**src/shared/uir_defines.svh**
```systemverilog
// Register offsets, fields, reset values and timing for the IR/9-bit UART.
// Assumes the includer is a SystemVerilog design on a 32-bit AHB-Lite bus.
`ifndef UIR_DEFINES_SVH
`define UIR_DEFINES_SVH
`define UIR_ADDR_CTRL 8'h00
`define UIR_ADDR_TXD 8'h04
`define UIR_ADDR_RXD 8'h08
`define UIR_ADDR_STAT 8'h0c
`define UIR_ADDR_DIV 8'h10
`define UIR_CTRL_BAUD_LSB 0
`define UIR_CTRL_IR_BIT 4
`define UIR_CTRL_PIE_BIT 5
`define UIR_CTRL_FDIS_BIT 6
`define UIR_CTRL_RESET 7'h00
`define UIR_DIV_RESET 16'h0001
`define UIR_OVS 16
`define UIR_IR_PULSE_TICKS 3
`define UIR_IR_MIN_TICKS 1
`define UIR_STD_SAMPLE_A 7
`define UIR_STD_SAMPLE_B 8
`define UIR_STD_SAMPLE_C 9
`endif

```
**src/shared/uir_pkg.sv**
```systemverilog
// Types for the IR/9-bit UART.
// Assumes uir_defines.svh is compiled alongside.
package uir_pkg;
   typedef enum logic [1:0] {UIR_IDLE, UIR_START, UIR_BITS, UIR_STOP} uir_state_e;
   typedef struct packed {
      logic ninth;
      logic [7:0] data;
   } uir_char_s;
endpackage

```
**src/hdl/uir_uart.sv**
```systemverilog
// IR/9-bit UART core with an AHB-Lite register slave.
// Assumes a single AHB-Lite master and an asynchronous serial peer on RX/TX.
//
// Local design decisions: the register addresses and the AHB-Lite slave port.
`timescale 1ns/100ps
`include "uir_defines.svh"
module uir_uart #(
   parameter int DIV_W = 16
) (
   // Clock and reset
   input wire logic CLK,
   input wire logic RESETN,
   // AHB-Lite slave
   input wire logic HSEL,
   input wire logic [7:0] HADDR,
   input wire logic [1:0] HTRANS,
   input wire logic HWRITE,
   input wire logic [2:0] HSIZE,
   input wire logic [31:0] HWDATA,
   input wire logic HREADY,
   output logic [31:0] HRDATA,
   output logic HREADYOUT,
   output logic HRESP,
   // Serial line
   input wire logic RX,
   output logic TX,
   // Interrupt
   output logic PARITY_IRQ
);
   import uir_pkg::*;

   ////////////////////////////////////////////////////////////////////////////
   // Bus slave
   logic [6:0] ctrl_ff;
   logic [DIV_W-1:0] div_ff;
   logic wr_pend_ff, rd_pend_ff;
   logic [7:0] addr_ff;
   logic [31:0] hrdata_ff;
   logic [1:0] tq_cnt_ff;
   uir_char_s tq_ff [2];
   logic tq_rd_ff;
   uir_char_s rx_reg_ff;
   logic rx_full_ff, rx_ovr_ff, rx_ferr_ff, irq_ff;
   logic tx_busy_ff;

   wire addr_phase = HSEL && HREADY && HTRANS[1];
   wire wr_ctrl = wr_pend_ff && addr_ff == `UIR_ADDR_CTRL;
   wire wr_div = wr_pend_ff && addr_ff == `UIR_ADDR_DIV;
   wire wr_txd = wr_pend_ff && addr_ff == `UIR_ADDR_TXD;
   wire rd_rxd = addr_phase && !HWRITE && HADDR == `UIR_ADDR_RXD;
   wire ir_mode = ctrl_ff[`UIR_CTRL_IR_BIT];
   wire par_en = ctrl_ff[`UIR_CTRL_PIE_BIT];
   wire tq_full = tq_cnt_ff == 2'd2;
   wire tq_empty = tq_cnt_ff == 2'd0;
   // Divider 0 would stall the baud tick, so it acts as 1
   wire [DIV_W-1:0] div_eff = (div_ff == '0) ? DIV_W'(1) : div_ff;
   wire [31:0] rd_mux =
      (HADDR == `UIR_ADDR_CTRL) ? {25'h0, ctrl_ff} :
      (HADDR == `UIR_ADDR_DIV) ? 32'(div_ff) :
      (HADDR == `UIR_ADDR_RXD) ? {22'h0, rx_full_ff, rx_reg_ff} :
      (HADDR == `UIR_ADDR_STAT) ? {26'h0, irq_ff, rx_ferr_ff, rx_ovr_ff, rx_full_ff, tx_busy_ff, tq_full} :
      32'h00000000;

   always_ff @(posedge CLK or negedge RESETN) begin
      if (!RESETN) begin
         wr_pend_ff <= 1'b0;
         rd_pend_ff <= 1'b0;
         addr_ff <= 8'h00;
         hrdata_ff <= 32'h00000000;
      end else begin
         wr_pend_ff <= addr_phase && HWRITE;
         rd_pend_ff <= addr_phase && !HWRITE;
         addr_ff <= HADDR;
         if (addr_phase && !HWRITE) begin
            hrdata_ff <= rd_mux;
         end
      end
   end

   always_ff @(posedge CLK or negedge RESETN) begin
      if (!RESETN) begin
         ctrl_ff <= `UIR_CTRL_RESET;
         div_ff <= DIV_W'(`UIR_DIV_RESET);
      end else begin
         if (wr_ctrl) begin
            ctrl_ff <= HWDATA[6:0];
         end
         if (wr_div) begin
            div_ff <= HWDATA[DIV_W-1:0];
         end
      end
   end

   assign HRDATA = hrdata_ff;
   assign HREADYOUT = 1'b1;
   assign HRESP = 1'b0;

   ////////////////////////////////////////////////////////////////////////////
   // Baud tick: clock / ratio, 16 ticks per bit
   logic [DIV_W-1:0] bcnt_ff;
   wire tick = bcnt_ff >= div_eff - DIV_W'(1);
   always_ff @(posedge CLK or negedge RESETN) begin
      if (!RESETN) begin
         bcnt_ff <= '0;
      end else begin
         bcnt_ff <= tick ? '0 : bcnt_ff + DIV_W'(1);
      end
   end

   ////////////////////////////////////////////////////////////////////////////
   // Two-entry transmit buffer; a full buffer drops writes, shown in status
   wire tq_push = wr_txd && !tq_full;
   wire tq_pop;
   always_ff @(posedge CLK or negedge RESETN) begin
      if (!RESETN) begin
         tq_cnt_ff <= 2'd0;
         tq_rd_ff <= 1'b0;
         tq_ff[0] <= '0;
         tq_ff[1] <= '0;
      end else begin
         if (tq_push) begin
            tq_ff[tq_rd_ff ^ tq_cnt_ff[0]] <= uir_char_s'(HWDATA[8:0]);
         end
         if (tq_pop) begin
            tq_rd_ff <= ~tq_rd_ff;
         end
         tq_cnt_ff <= tq_cnt_ff + {1'b0, tq_push} - {1'b0, tq_pop};
      end
   end

   ////////////////////////////////////////////////////////////////////////////
   // Transmitter: start, 8 data, ninth bit, one stop
   uir_state_e tst_ff;
   logic [3:0] tsub_ff, tbit_ff;
   logic [8:0] tsh_ff;
   logic tx_ff;
   assign tq_pop = tst_ff == UIR_IDLE && !tq_empty && tick;
   wire cur_bit = (tst_ff == UIR_START) ? 1'b0 : (tst_ff == UIR_BITS) ? tsh_ff[0] : 1'b1;
   // IR zero is a short low pulse at the start of the bit period
   wire ir_out = cur_bit || tsub_ff >= 4'(`UIR_IR_PULSE_TICKS);
   always_ff @(posedge CLK or negedge RESETN) begin
      if (!RESETN) begin
         tst_ff <= UIR_IDLE;
         tsub_ff <= 4'h0;
         tbit_ff <= 4'h0;
         tsh_ff <= 9'h000;
         tx_ff <= 1'b1;
         tx_busy_ff <= 1'b0;
      end else begin
         tx_ff <= (tst_ff == UIR_IDLE) ? 1'b1 : ir_mode ? ir_out : cur_bit;
         tx_busy_ff <= tst_ff != UIR_IDLE;
         if (tq_pop) begin
            tst_ff <= UIR_START;
            tsh_ff <= {tq_ff[tq_rd_ff].ninth, tq_ff[tq_rd_ff].data};
            tsub_ff <= 4'h0;
            tbit_ff <= 4'h0;
         end else if (tick && tst_ff != UIR_IDLE) begin
            tsub_ff <= tsub_ff + 4'h1;
            if (tsub_ff == 4'hf) begin
               case (tst_ff)
                  UIR_START: tst_ff <= UIR_BITS;
                  UIR_BITS: begin
                     tsh_ff <= {1'b1, tsh_ff[8:1]};
                     tbit_ff <= tbit_ff + 4'h1;
                     if (tbit_ff == 4'd8) begin
                        tst_ff <= UIR_STOP;
                     end
                  end
                  UIR_STOP: tst_ff <= UIR_IDLE;
                  default: tst_ff <= UIR_IDLE;
               endcase
            end
         end
      end
   end
   assign TX = tx_ff;

   ////////////////////////////////////////////////////////////////////////////
   // Receiver
   uir_state_e rst_ff;
   logic [3:0] rsub_ff, rbit_ff, hcnt_ff;
   logic [8:0] rsh_ff;
   logic [2:0] vote_ff;
   logic rx_d_ff, ir_seen_ff;
   // Line as seen in standard polarity: IR high pulse means zero
   wire rx_line = ir_mode ? ~rx_d_ff : rx_d_ff;
   // IR: pulse counted in ticks; one accepted sample at mid-pulse
   wire ir_hit = ir_mode && rx_d_ff && hcnt_ff == 4'(`UIR_IR_MIN_TICKS);
   wire maj = (vote_ff[0] & vote_ff[1]) | (vote_ff[0] & vote_ff[2]) | (vote_ff[1] & vote_ff[2]);
   wire bit_val = ir_mode ? !(ir_seen_ff || ir_hit) : maj;
   wire bit_end = tick && rsub_ff == 4'hf;
   wire start_det = rst_ff == UIR_IDLE && (ir_mode ? ir_hit && tick : !rx_line);
   wire rx_done = bit_end && rst_ff == UIR_STOP;
   always_ff @(posedge CLK or negedge RESETN) begin
      if (!RESETN) begin
         rx_d_ff <= 1'b1;
         rst_ff <= UIR_IDLE;
         rsub_ff <= 4'h0;
         rbit_ff <= 4'h0;
         hcnt_ff <= 4'h0;
         rsh_ff <= 9'h000;
         vote_ff <= 3'h7;
         ir_seen_ff <= 1'b0;
      end else begin
         rx_d_ff <= RX;
         if (tick) begin
            hcnt_ff <= rx_d_ff ? ((hcnt_ff == 4'hf) ? hcnt_ff : hcnt_ff + 4'h1) : 4'h0;
         end
         if (start_det) begin
            rst_ff <= UIR_START;
            rsub_ff <= ir_mode ? 4'(`UIR_IR_MIN_TICKS + 1) : 4'h0;
            ir_seen_ff <= 1'b0;
            rbit_ff <= 4'h0;
         end else if (tick && rst_ff != UIR_IDLE) begin
            rsub_ff <= rsub_ff + 4'h1;
            if (ir_hit) begin
               ir_seen_ff <= 1'b1;
            end
            if (rsub_ff == 4'(`UIR_STD_SAMPLE_A)) begin
               vote_ff[0] <= rx_line;
            end
            if (rsub_ff == 4'(`UIR_STD_SAMPLE_B)) begin
               vote_ff[1] <= rx_line;
            end
            if (rsub_ff == 4'(`UIR_STD_SAMPLE_C)) begin
               vote_ff[2] <= rx_line;
            end
            if (bit_end) begin
               ir_seen_ff <= 1'b0;
               case (rst_ff)
                  UIR_START: rst_ff <= (!ir_mode && maj) ? UIR_IDLE : UIR_BITS;
                  UIR_BITS: begin
                     rsh_ff <= {bit_val, rsh_ff[8:1]};
                     rbit_ff <= rbit_ff + 4'h1;
                     if (rbit_ff == 4'd8) begin
                        rst_ff <= UIR_STOP;
                     end
                  end
                  UIR_STOP: rst_ff <= UIR_IDLE;
                  default: rst_ff <= UIR_IDLE;
               endcase
            end
         end
      end
   end

   ////////////////////////////////////////////////////////////////////////////
   // Receive register and parity interrupt
   always_ff @(posedge CLK or negedge RESETN) begin
      if (!RESETN) begin
         rx_reg_ff <= '0;
         rx_full_ff <= 1'b0;
         rx_ovr_ff <= 1'b0;
         rx_ferr_ff <= 1'b0;
         irq_ff <= 1'b0;
      end else begin
         // New character wins over a read in the same cycle
         if (rx_done) begin
            rx_reg_ff <= uir_char_s'(rsh_ff);
            rx_full_ff <= 1'b1;
            rx_ovr_ff <= rx_full_ff && !rd_rxd;
            rx_ferr_ff <= !bit_val;
         end else if (rd_rxd) begin
            rx_full_ff <= 1'b0;
         end
         // Depends on PIE, a pending read and the held character, not on buffered data
         irq_ff <= par_en && rx_reg_ff.ninth && rx_full_ff && !rd_rxd;
      end
   end
   assign PARITY_IRQ = irq_ff;
endmodule // uir_uart

```
**config.mk**
```make
export PLATFORM = sky130hd
export DESIGN_NAME = uir_uart
export DESIGN_NICKNAME = d
export VERILOG_FILES = /design/src/shared/uir_pkg.sv /design/src/hdl/uir_uart.sv
export VERILOG_INCLUDE_DIRS = /design/src /design/src/shared
export SDC_FILE = /design/constraint.sdc
export NUM_CORES = 1
export LEC_CHECK = 0
export ABC_AREA = 0
export BUFFER_PORTS_ARGS = -buffer_cell sky130_fd_sc_hd__buf_2
export CELL_PAD_IN_SITES_DETAIL_PLACEMENT = 2
export CELL_PAD_IN_SITES_GLOBAL_PLACEMENT = 2
export CORE_AREA = 2 2 134 149
export CTS_CLUSTER_DIAMETER = 80
export DETAILED_ROUTE_END_ITERATION = 10
export DIE_AREA = 0 0 136 151
export GPL_TIMING_DRIVEN = 0
export PLACE_DENSITY = 0.86
export SYNTH_ARGS = -nofsm -noshare
export SYNTH_HDL_FRONTEND = slang
export SYNTH_SLANG_ARGS = --single-unit
export TNS_END_PERCENT = 100
```
**constraint.sdc**
```tcl
create_clock -name CLK -period 6.7 [get_ports CLK]
set_input_delay 0.67 -clock CLK [delete_from_list [all_inputs] [get_ports CLK]]
set_output_delay 0.67 -clock CLK [all_outputs]
set_load 0.005 [all_outputs]
```
# [Yosys cells after proc, flatten, opt, wreduce, memory -nomap -nowiden]
# Cells that the tools add are included.
# W data, S select, Z words.
[totals] reg_bits=163 inputBits=51 out_inout_bits=36 wordCells=198
[op_classes] n_addsub=9 order_cmp=5 eq_ne=23 muxes=55 bitwise=11 reduce_logical=61
[op_table] op="$mux W9" count=8
[op_table] op="$mux W16" count=4
[op_table] op="$mux W4" count=14
[op_table] op="$eq A4 B4 Y1 const B" count=7
[op_table] op="$logic_and A1 B1 Y1" count=25
[op_table] op="$reduce_and A3 Y1" count=7
[op_table] op="$add A4 B1 Y4 const B" count=5
[op_table] op="$mux W2" count=10
[op_table] op="$bwmux W18" count=1
[op_table] op="$reduce_bool A2 Y1" count=9
[op_table] op="$add A16 B1 Y16 const B" count=1
[op_table] op="$eq A8 B4 Y1 const B" count=2
[op_table] op="$eq A8 B5 Y1 const B" count=2
[op_table] op="$ge A16 B16 Y1" count=1
[op_table] op="$logic_not A16 Y1" count=1
[op_table] op="$logic_not A8 Y1" count=2
[op_table] op="$sub A16 B1 Y16 const B" count=1
[op_table] op="$mux W1" count=13
[op_table] op="$mux W10" count=1
[op_table] op="$demux W9 S1" count=1
[op_table] op="$eq A2 B2 Y1 const B" count=4
[op_table] op="$eq A8 B3 Y1 const B" count=1
[op_table] op="$logic_not A1 Y1" count=8
[op_table] op="$pmux W2 S2" count=2
[op_table] op="other kinds (22)" count=34

# [Depth between registers and ports, before layout]
[logic_depth] ltp_word=9 depth_mapped=23 mapped_depth_nobuf=21

# [Worst setup path after synthesis]
# Ideal clock, no wire load.
[synth_timing] kind="register to register" start="register div_ff[6]" end="register tq_cnt_ff[1]" setup_ns=0.123 t_arrival_ns=5.027 required_time_ns=6.577 slack_ns=1.551 path_stages_with_launch=24 n_path_buf=2 period_less_slack_ns=5.149 path_cell_list="dfrtp_1 or4_4 or3_4 or4_4 or3_4 nor2_1 nor2_1 ha_1 nand2_1 nor4_1 xnor2_1 ha_1 nand4_1 nor3_1 nor3_1 and3_1 buf_2 buf_2 nor2_1 ha_1 inv_1 ha_1 xnor2_1 xnor2_1"
[synth_via] elab_chain_cells=6
[synth_lines] element="from (decl)" line_no="uir_uart.sv:35" rtl="logic [DIV_W-1:0] div_ff;"
[synth_lines] element="from (signal assigned)" line_no="uir_uart.sv:83" rtl="div_ff <= DIV_W'(`UIR_DIV_RESET);"
[synth_lines] element="from (signal assigned)" line_no="uir_uart.sv:89" rtl="div_ff <= HWDATA[DIV_W-1:0];"
[synth_lines] element="$logic_not A16 Y1" line_no="uir_uart.sv:56" rtl="wire [DIV_W-1:0] div_eff = (div_ff == '0) ? DIV_W'(1) : div_ff;"
[synth_lines] element="$mux W16 *" line_no="uir_uart.sv:56"
[synth_lines] element="$sub A16 B1 Y16 *" line_no="uir_uart.sv:101" rtl="wire tick = bcnt_ff >= div_eff - DIV_W'(1);"
[synth_lines] element="$ge A16 B16 Y1 *" line_no="uir_uart.sv:101"
[synth_lines] element="$logic_and A1 B1 Y1 *" line_no="uir_uart.sv:137" rtl="assign tq_pop = tst_ff == UIR_IDLE && !tq_empty && tick;"
[synth_lines] element="$sub A2 B1 Y2 *" line_no="uir_uart.sv:127" rtl="tq_cnt_ff <= tq_cnt_ff + {1'b0, tq_push} - {1'b0, tq_pop};"
[synth_lines] element="to (signal assigned)" line_no="uir_uart.sv:127"
[synth_lines] element="to (decl)" line_no="uir_uart.sv:39" rtl="logic [1:0] tq_cnt_ff;"
# Every way passes the cells marked *; elsewhere a longest branch is shown, timed or not.
# A chain may end at the register's enable or synchronous reset.

# [Worst setup path after layout]
# Ends and elaborated chain as after synthesis.

==> impl_metrics.py <==
metrics = {
    "place": {
        "port-buffer-count": 48,
        "dpl_worst_slack_ns": 0.209,
        "dp_cells": 970,
        "gp_congestion": 0.804,
        "hpwl_um": 15900,
    },
    "synthesis": {
        "yosys_register_bits": 147,
        "synth_flop_cell": "dfrtp_1",
        "netlist_top_cells_area": "dfrtp_1 48%, ha_1 6.5%, mux2_1 6.1%, mux2_2 4.9%, nor2_1 2.5%",
        "synth_most_common_cell": "dfrtp_1",
        "synth_cells": 658,
        "synth_cell_types": 61,
        "synthArstFlopShare": 1.00,
        "ys_top_cells_by_count": "141 x dfrtp_1, 49 x nor2_1, 41 x nand2_1",
        "yosysSeqAreaShare": 0.503,
        "syn-cell-area_mm2": 0.00733,
        "synth_edf_count": 0,
        "syn_area_per_cell_um2": 11.1,
        "yosysTopAreaCell": "dfrtp_1",
        "ys_warn_count": 0,
        "netlist.area_leader.share": 0.481,
    },
    "route": {
        "dr.pass1.iters": 4,
        "num_vias": 5648,
        "routed_via_density": 5.64,
        "drt_iter0_drc": 292,
        "ant_nets": 0,
        "drc_errors": 0,
        "wl_per_cell_um": 24.1,
        "drt-total-wl_um": 24200,
    },
    "sta": {
        "finalClockSkew_ns": 0.0123,
        "finalSetupViolCount": 0,
        "rsz0062_at_grt": "no",
        "maxSlewHeadroom": 0.222,
        "finalWorstSetupSlack_ns": 0.297,
        "min_period_over_period": 0.956,
        "fin_setup_tns_ns": 0,
        "maxSlewViolCount": 0,
        "hold_violations": 0,
        "worst_slew_pin_slew_ns": 1.16,
        "fin_crit_ns": 6.40,
        "fmax_mhz": 156,
    },
    "cts": {
        "cts.reportedPaths.clkPinSlew_ns": 0.07,
        "cts_root_buffer": "clkbuf_16",
        "cts.path.max_buffers": 2,
        "numCtsBuffers": 17,
        "clock-sinks": 147,
        "cts_tree": "built",
        "clkLatencyLatePin_ns": 0.44,
        "post_cts_buffers": 0,
        "hold_buffers": 0,
        "h-tree-depth": 4,
    },
    "setup_path": {
        "endpoint_kind": "register",
        "crit_arrival_ns": 6.74,
        "start_kind": "register",
        "timing.rr.end": "tq_cnt_ff[1]$_DFF_PN0_",
        "rr_worst_depth": 23,
        "cp.required_ns": 7.03,
        "r2r_setup_slack_ns": 0.30,
        "criticalPathCategory": "reg -> reg",
        "worst-path-max-fanout": 10,
        "r2r-start": "div_ff[6]$_DFFE_PN0P_",
    },
    "floorplan": {
        "initial_utilization": 0.387,
        "dieArea_mm2": 0.0205,
        "rows": 53,
        "io_pins": 87,
        "die_w_um": 136,
        "die_h_um": 151,
        "core_mm2": 0.0190,
    },
    "pwr": {
        "peakVddDrop_uv": 171,
        "power.leakage_nw": 4.07,
        "powerDensity_mw_per_mm2": 249,
    },
    "cells_and_area": {
        "multi_input_area_mm2": 0.00342,
        "n_fill_cell": 1964,
        "num_antenna_cells": 0,
        "final_cells": 1002,
        "areaGrowthSynthToFinish_pct": 16.7,
        "drive_gt1_frac": 0.204,
        "final_util": 0.451,
        "seq_area_mm2": 0.00369,
        "layout.nets": 831,
    },
    "job": {
        "maxCapViolCount": 0,
    },
    "grt": {
        "grt_remaining_overflow": 0,
        "grt_pass1_wl_um": 38400,
        "grt.total_usage": 0.250,
        "antenna_found_initial": 0,
        "grt_pass1_vias": 6597,
        "grt_max_degree": 99,
    },
    "outcome": {
        "status": "finished, final reports clean",
    },
    "min_path": {
        "hold_path.class": "in -> async",
    },
}
## logic make-up after synthesis
group	share of synthesized area
compound gates	0.101
xor+xnor	0.0358
fa+ha+maj	0.0648
buf+inv	0.0420
flops	0.503
mux	0.119
other cells	0.00102
simple gates	0.134
## registers in the layout, indices dropped and copies added (netlist names), 2 cells and up
register	flops
addr_ff	8
tq_ff	18
tq_cnt_ff	2
hcnt_ff	4
bcnt_ff	16
rsub_ff	4
ctrl_ff	7
rst_ff	2
tbit_ff	4
rx_reg_ff	9
tsh_ff	9
rbit_ff	4
tsub_ff	4
vote_ff	3
HRDATA	16
tst_ff	2
rsh_ff	9
div_ff	16
## worst max path at each step
stage                                startpoint                endpoint  slack, ns
final                     div_ff[6]$_DFFE_PN0P_  tq_cnt_ff[1]$_DFF_PN0_       0.30
after global routing      div_ff[6]$_DFFE_PN0P_  tq_cnt_ff[1]$_DFF_PN0_      0.005
after global placement    div_ff[6]$_DFFE_PN0P_  tq_cnt_ff[1]$_DFF_PN0_       0.73
after floorplan           div_ff[6]$_DFFE_PN0P_  tq_cnt_ff[1]$_DFF_PN0_       1.55
after detailed placement  div_ff[6]$_DFFE_PN0P_  tq_cnt_ff[1]$_DFF_PN0_       0.21
after CTS                 div_ff[6]$_DFFE_PN0P_  tq_cnt_ff[1]$_DFF_PN0_       0.15
## cell usage in the layout (no fill, tap or decap), types with 16 or more instances in the layout
cell type,Yosys,final
nand2_1,41,41
nand3_1,26,26
conb_1,2,18
mux2_1,40,40
a21oi_1,28,28
ha_1,38,38
o21ai_1,16,16
dfrtp_1,141,141
buf_2,6,53
inv_1,23,23
clkbuf_16,0,17
clkbuf_1,15,17
buf_4,18,18
nor2_1,49,48
mux2_2,32,32
## power by group
part	leakage, nW	switching, mW	internal (mW)	total, mW
sequential	1.94	0.0522	0.928	0.980
combinational	1.87	0.127	0.0871	0.214
clock	0.262	0.409	0.531	0.940
## routing by layer
layer	track usage	routed length (µm)
met2	0.453	12900
met5	0	0
met4	0.125	979
met3	0.0479	846
met1	0.279	9430
## what timing repair did
item,CTS,global route
setup endpoints to repair,1,1
cloned,0,0
gates resized for setup,1,3
## metrics by stage
step | cell area, µm² | power, mW | hold WS, ns
after global placement | 7940 | 1.16 | 0.448
after CTS | 8550 | 2.15 | 0.189
after detailed placement | 7980 | 1.19 | 0.463
after floorplan | 7390 | 1.09 | 0.374
after global routing | 8560 | 2.21 | 0.197
final | 8560 | 2.13 | 0.178
## worst max-delay path: stages (launching register included)
cell     delay (ns)
dfrtp_1        0.47
or4_4          0.58
or3_4          0.37
or4_4          0.45
or3_4          0.36
nor2_1         0.14
nor2_1         0.09
ha_1           0.26
nand2_1        0.25
nor4_1         0.10
xnor2_1        0.14
ha_1           0.30
nand2_1        0.06
o21ai_0        0.20
a21oi_1        0.58
and3_1         0.32
buf_2          0.25
buf_2          0.33
nor2_2         0.13
ha_1           0.33
inv_1          0.04
ha_1           0.19
xnor2_1        0.20
xnor2_1        0.17
## layout make-up
cell class | instances | share of cell area
buffer | 39 | 0.0259
clock buffer | 21 | 0.0538
clock inverter | 11 | 0.0121
inverter | 23 | 0.0101
multi-input combinational | 465 | 0.400
sequential | 147 | 0.431
tap | 247 | 0.0361
timing repair buffer | 49 | 0.0320
No activity file was read; power rests on OpenSTA's default activity.
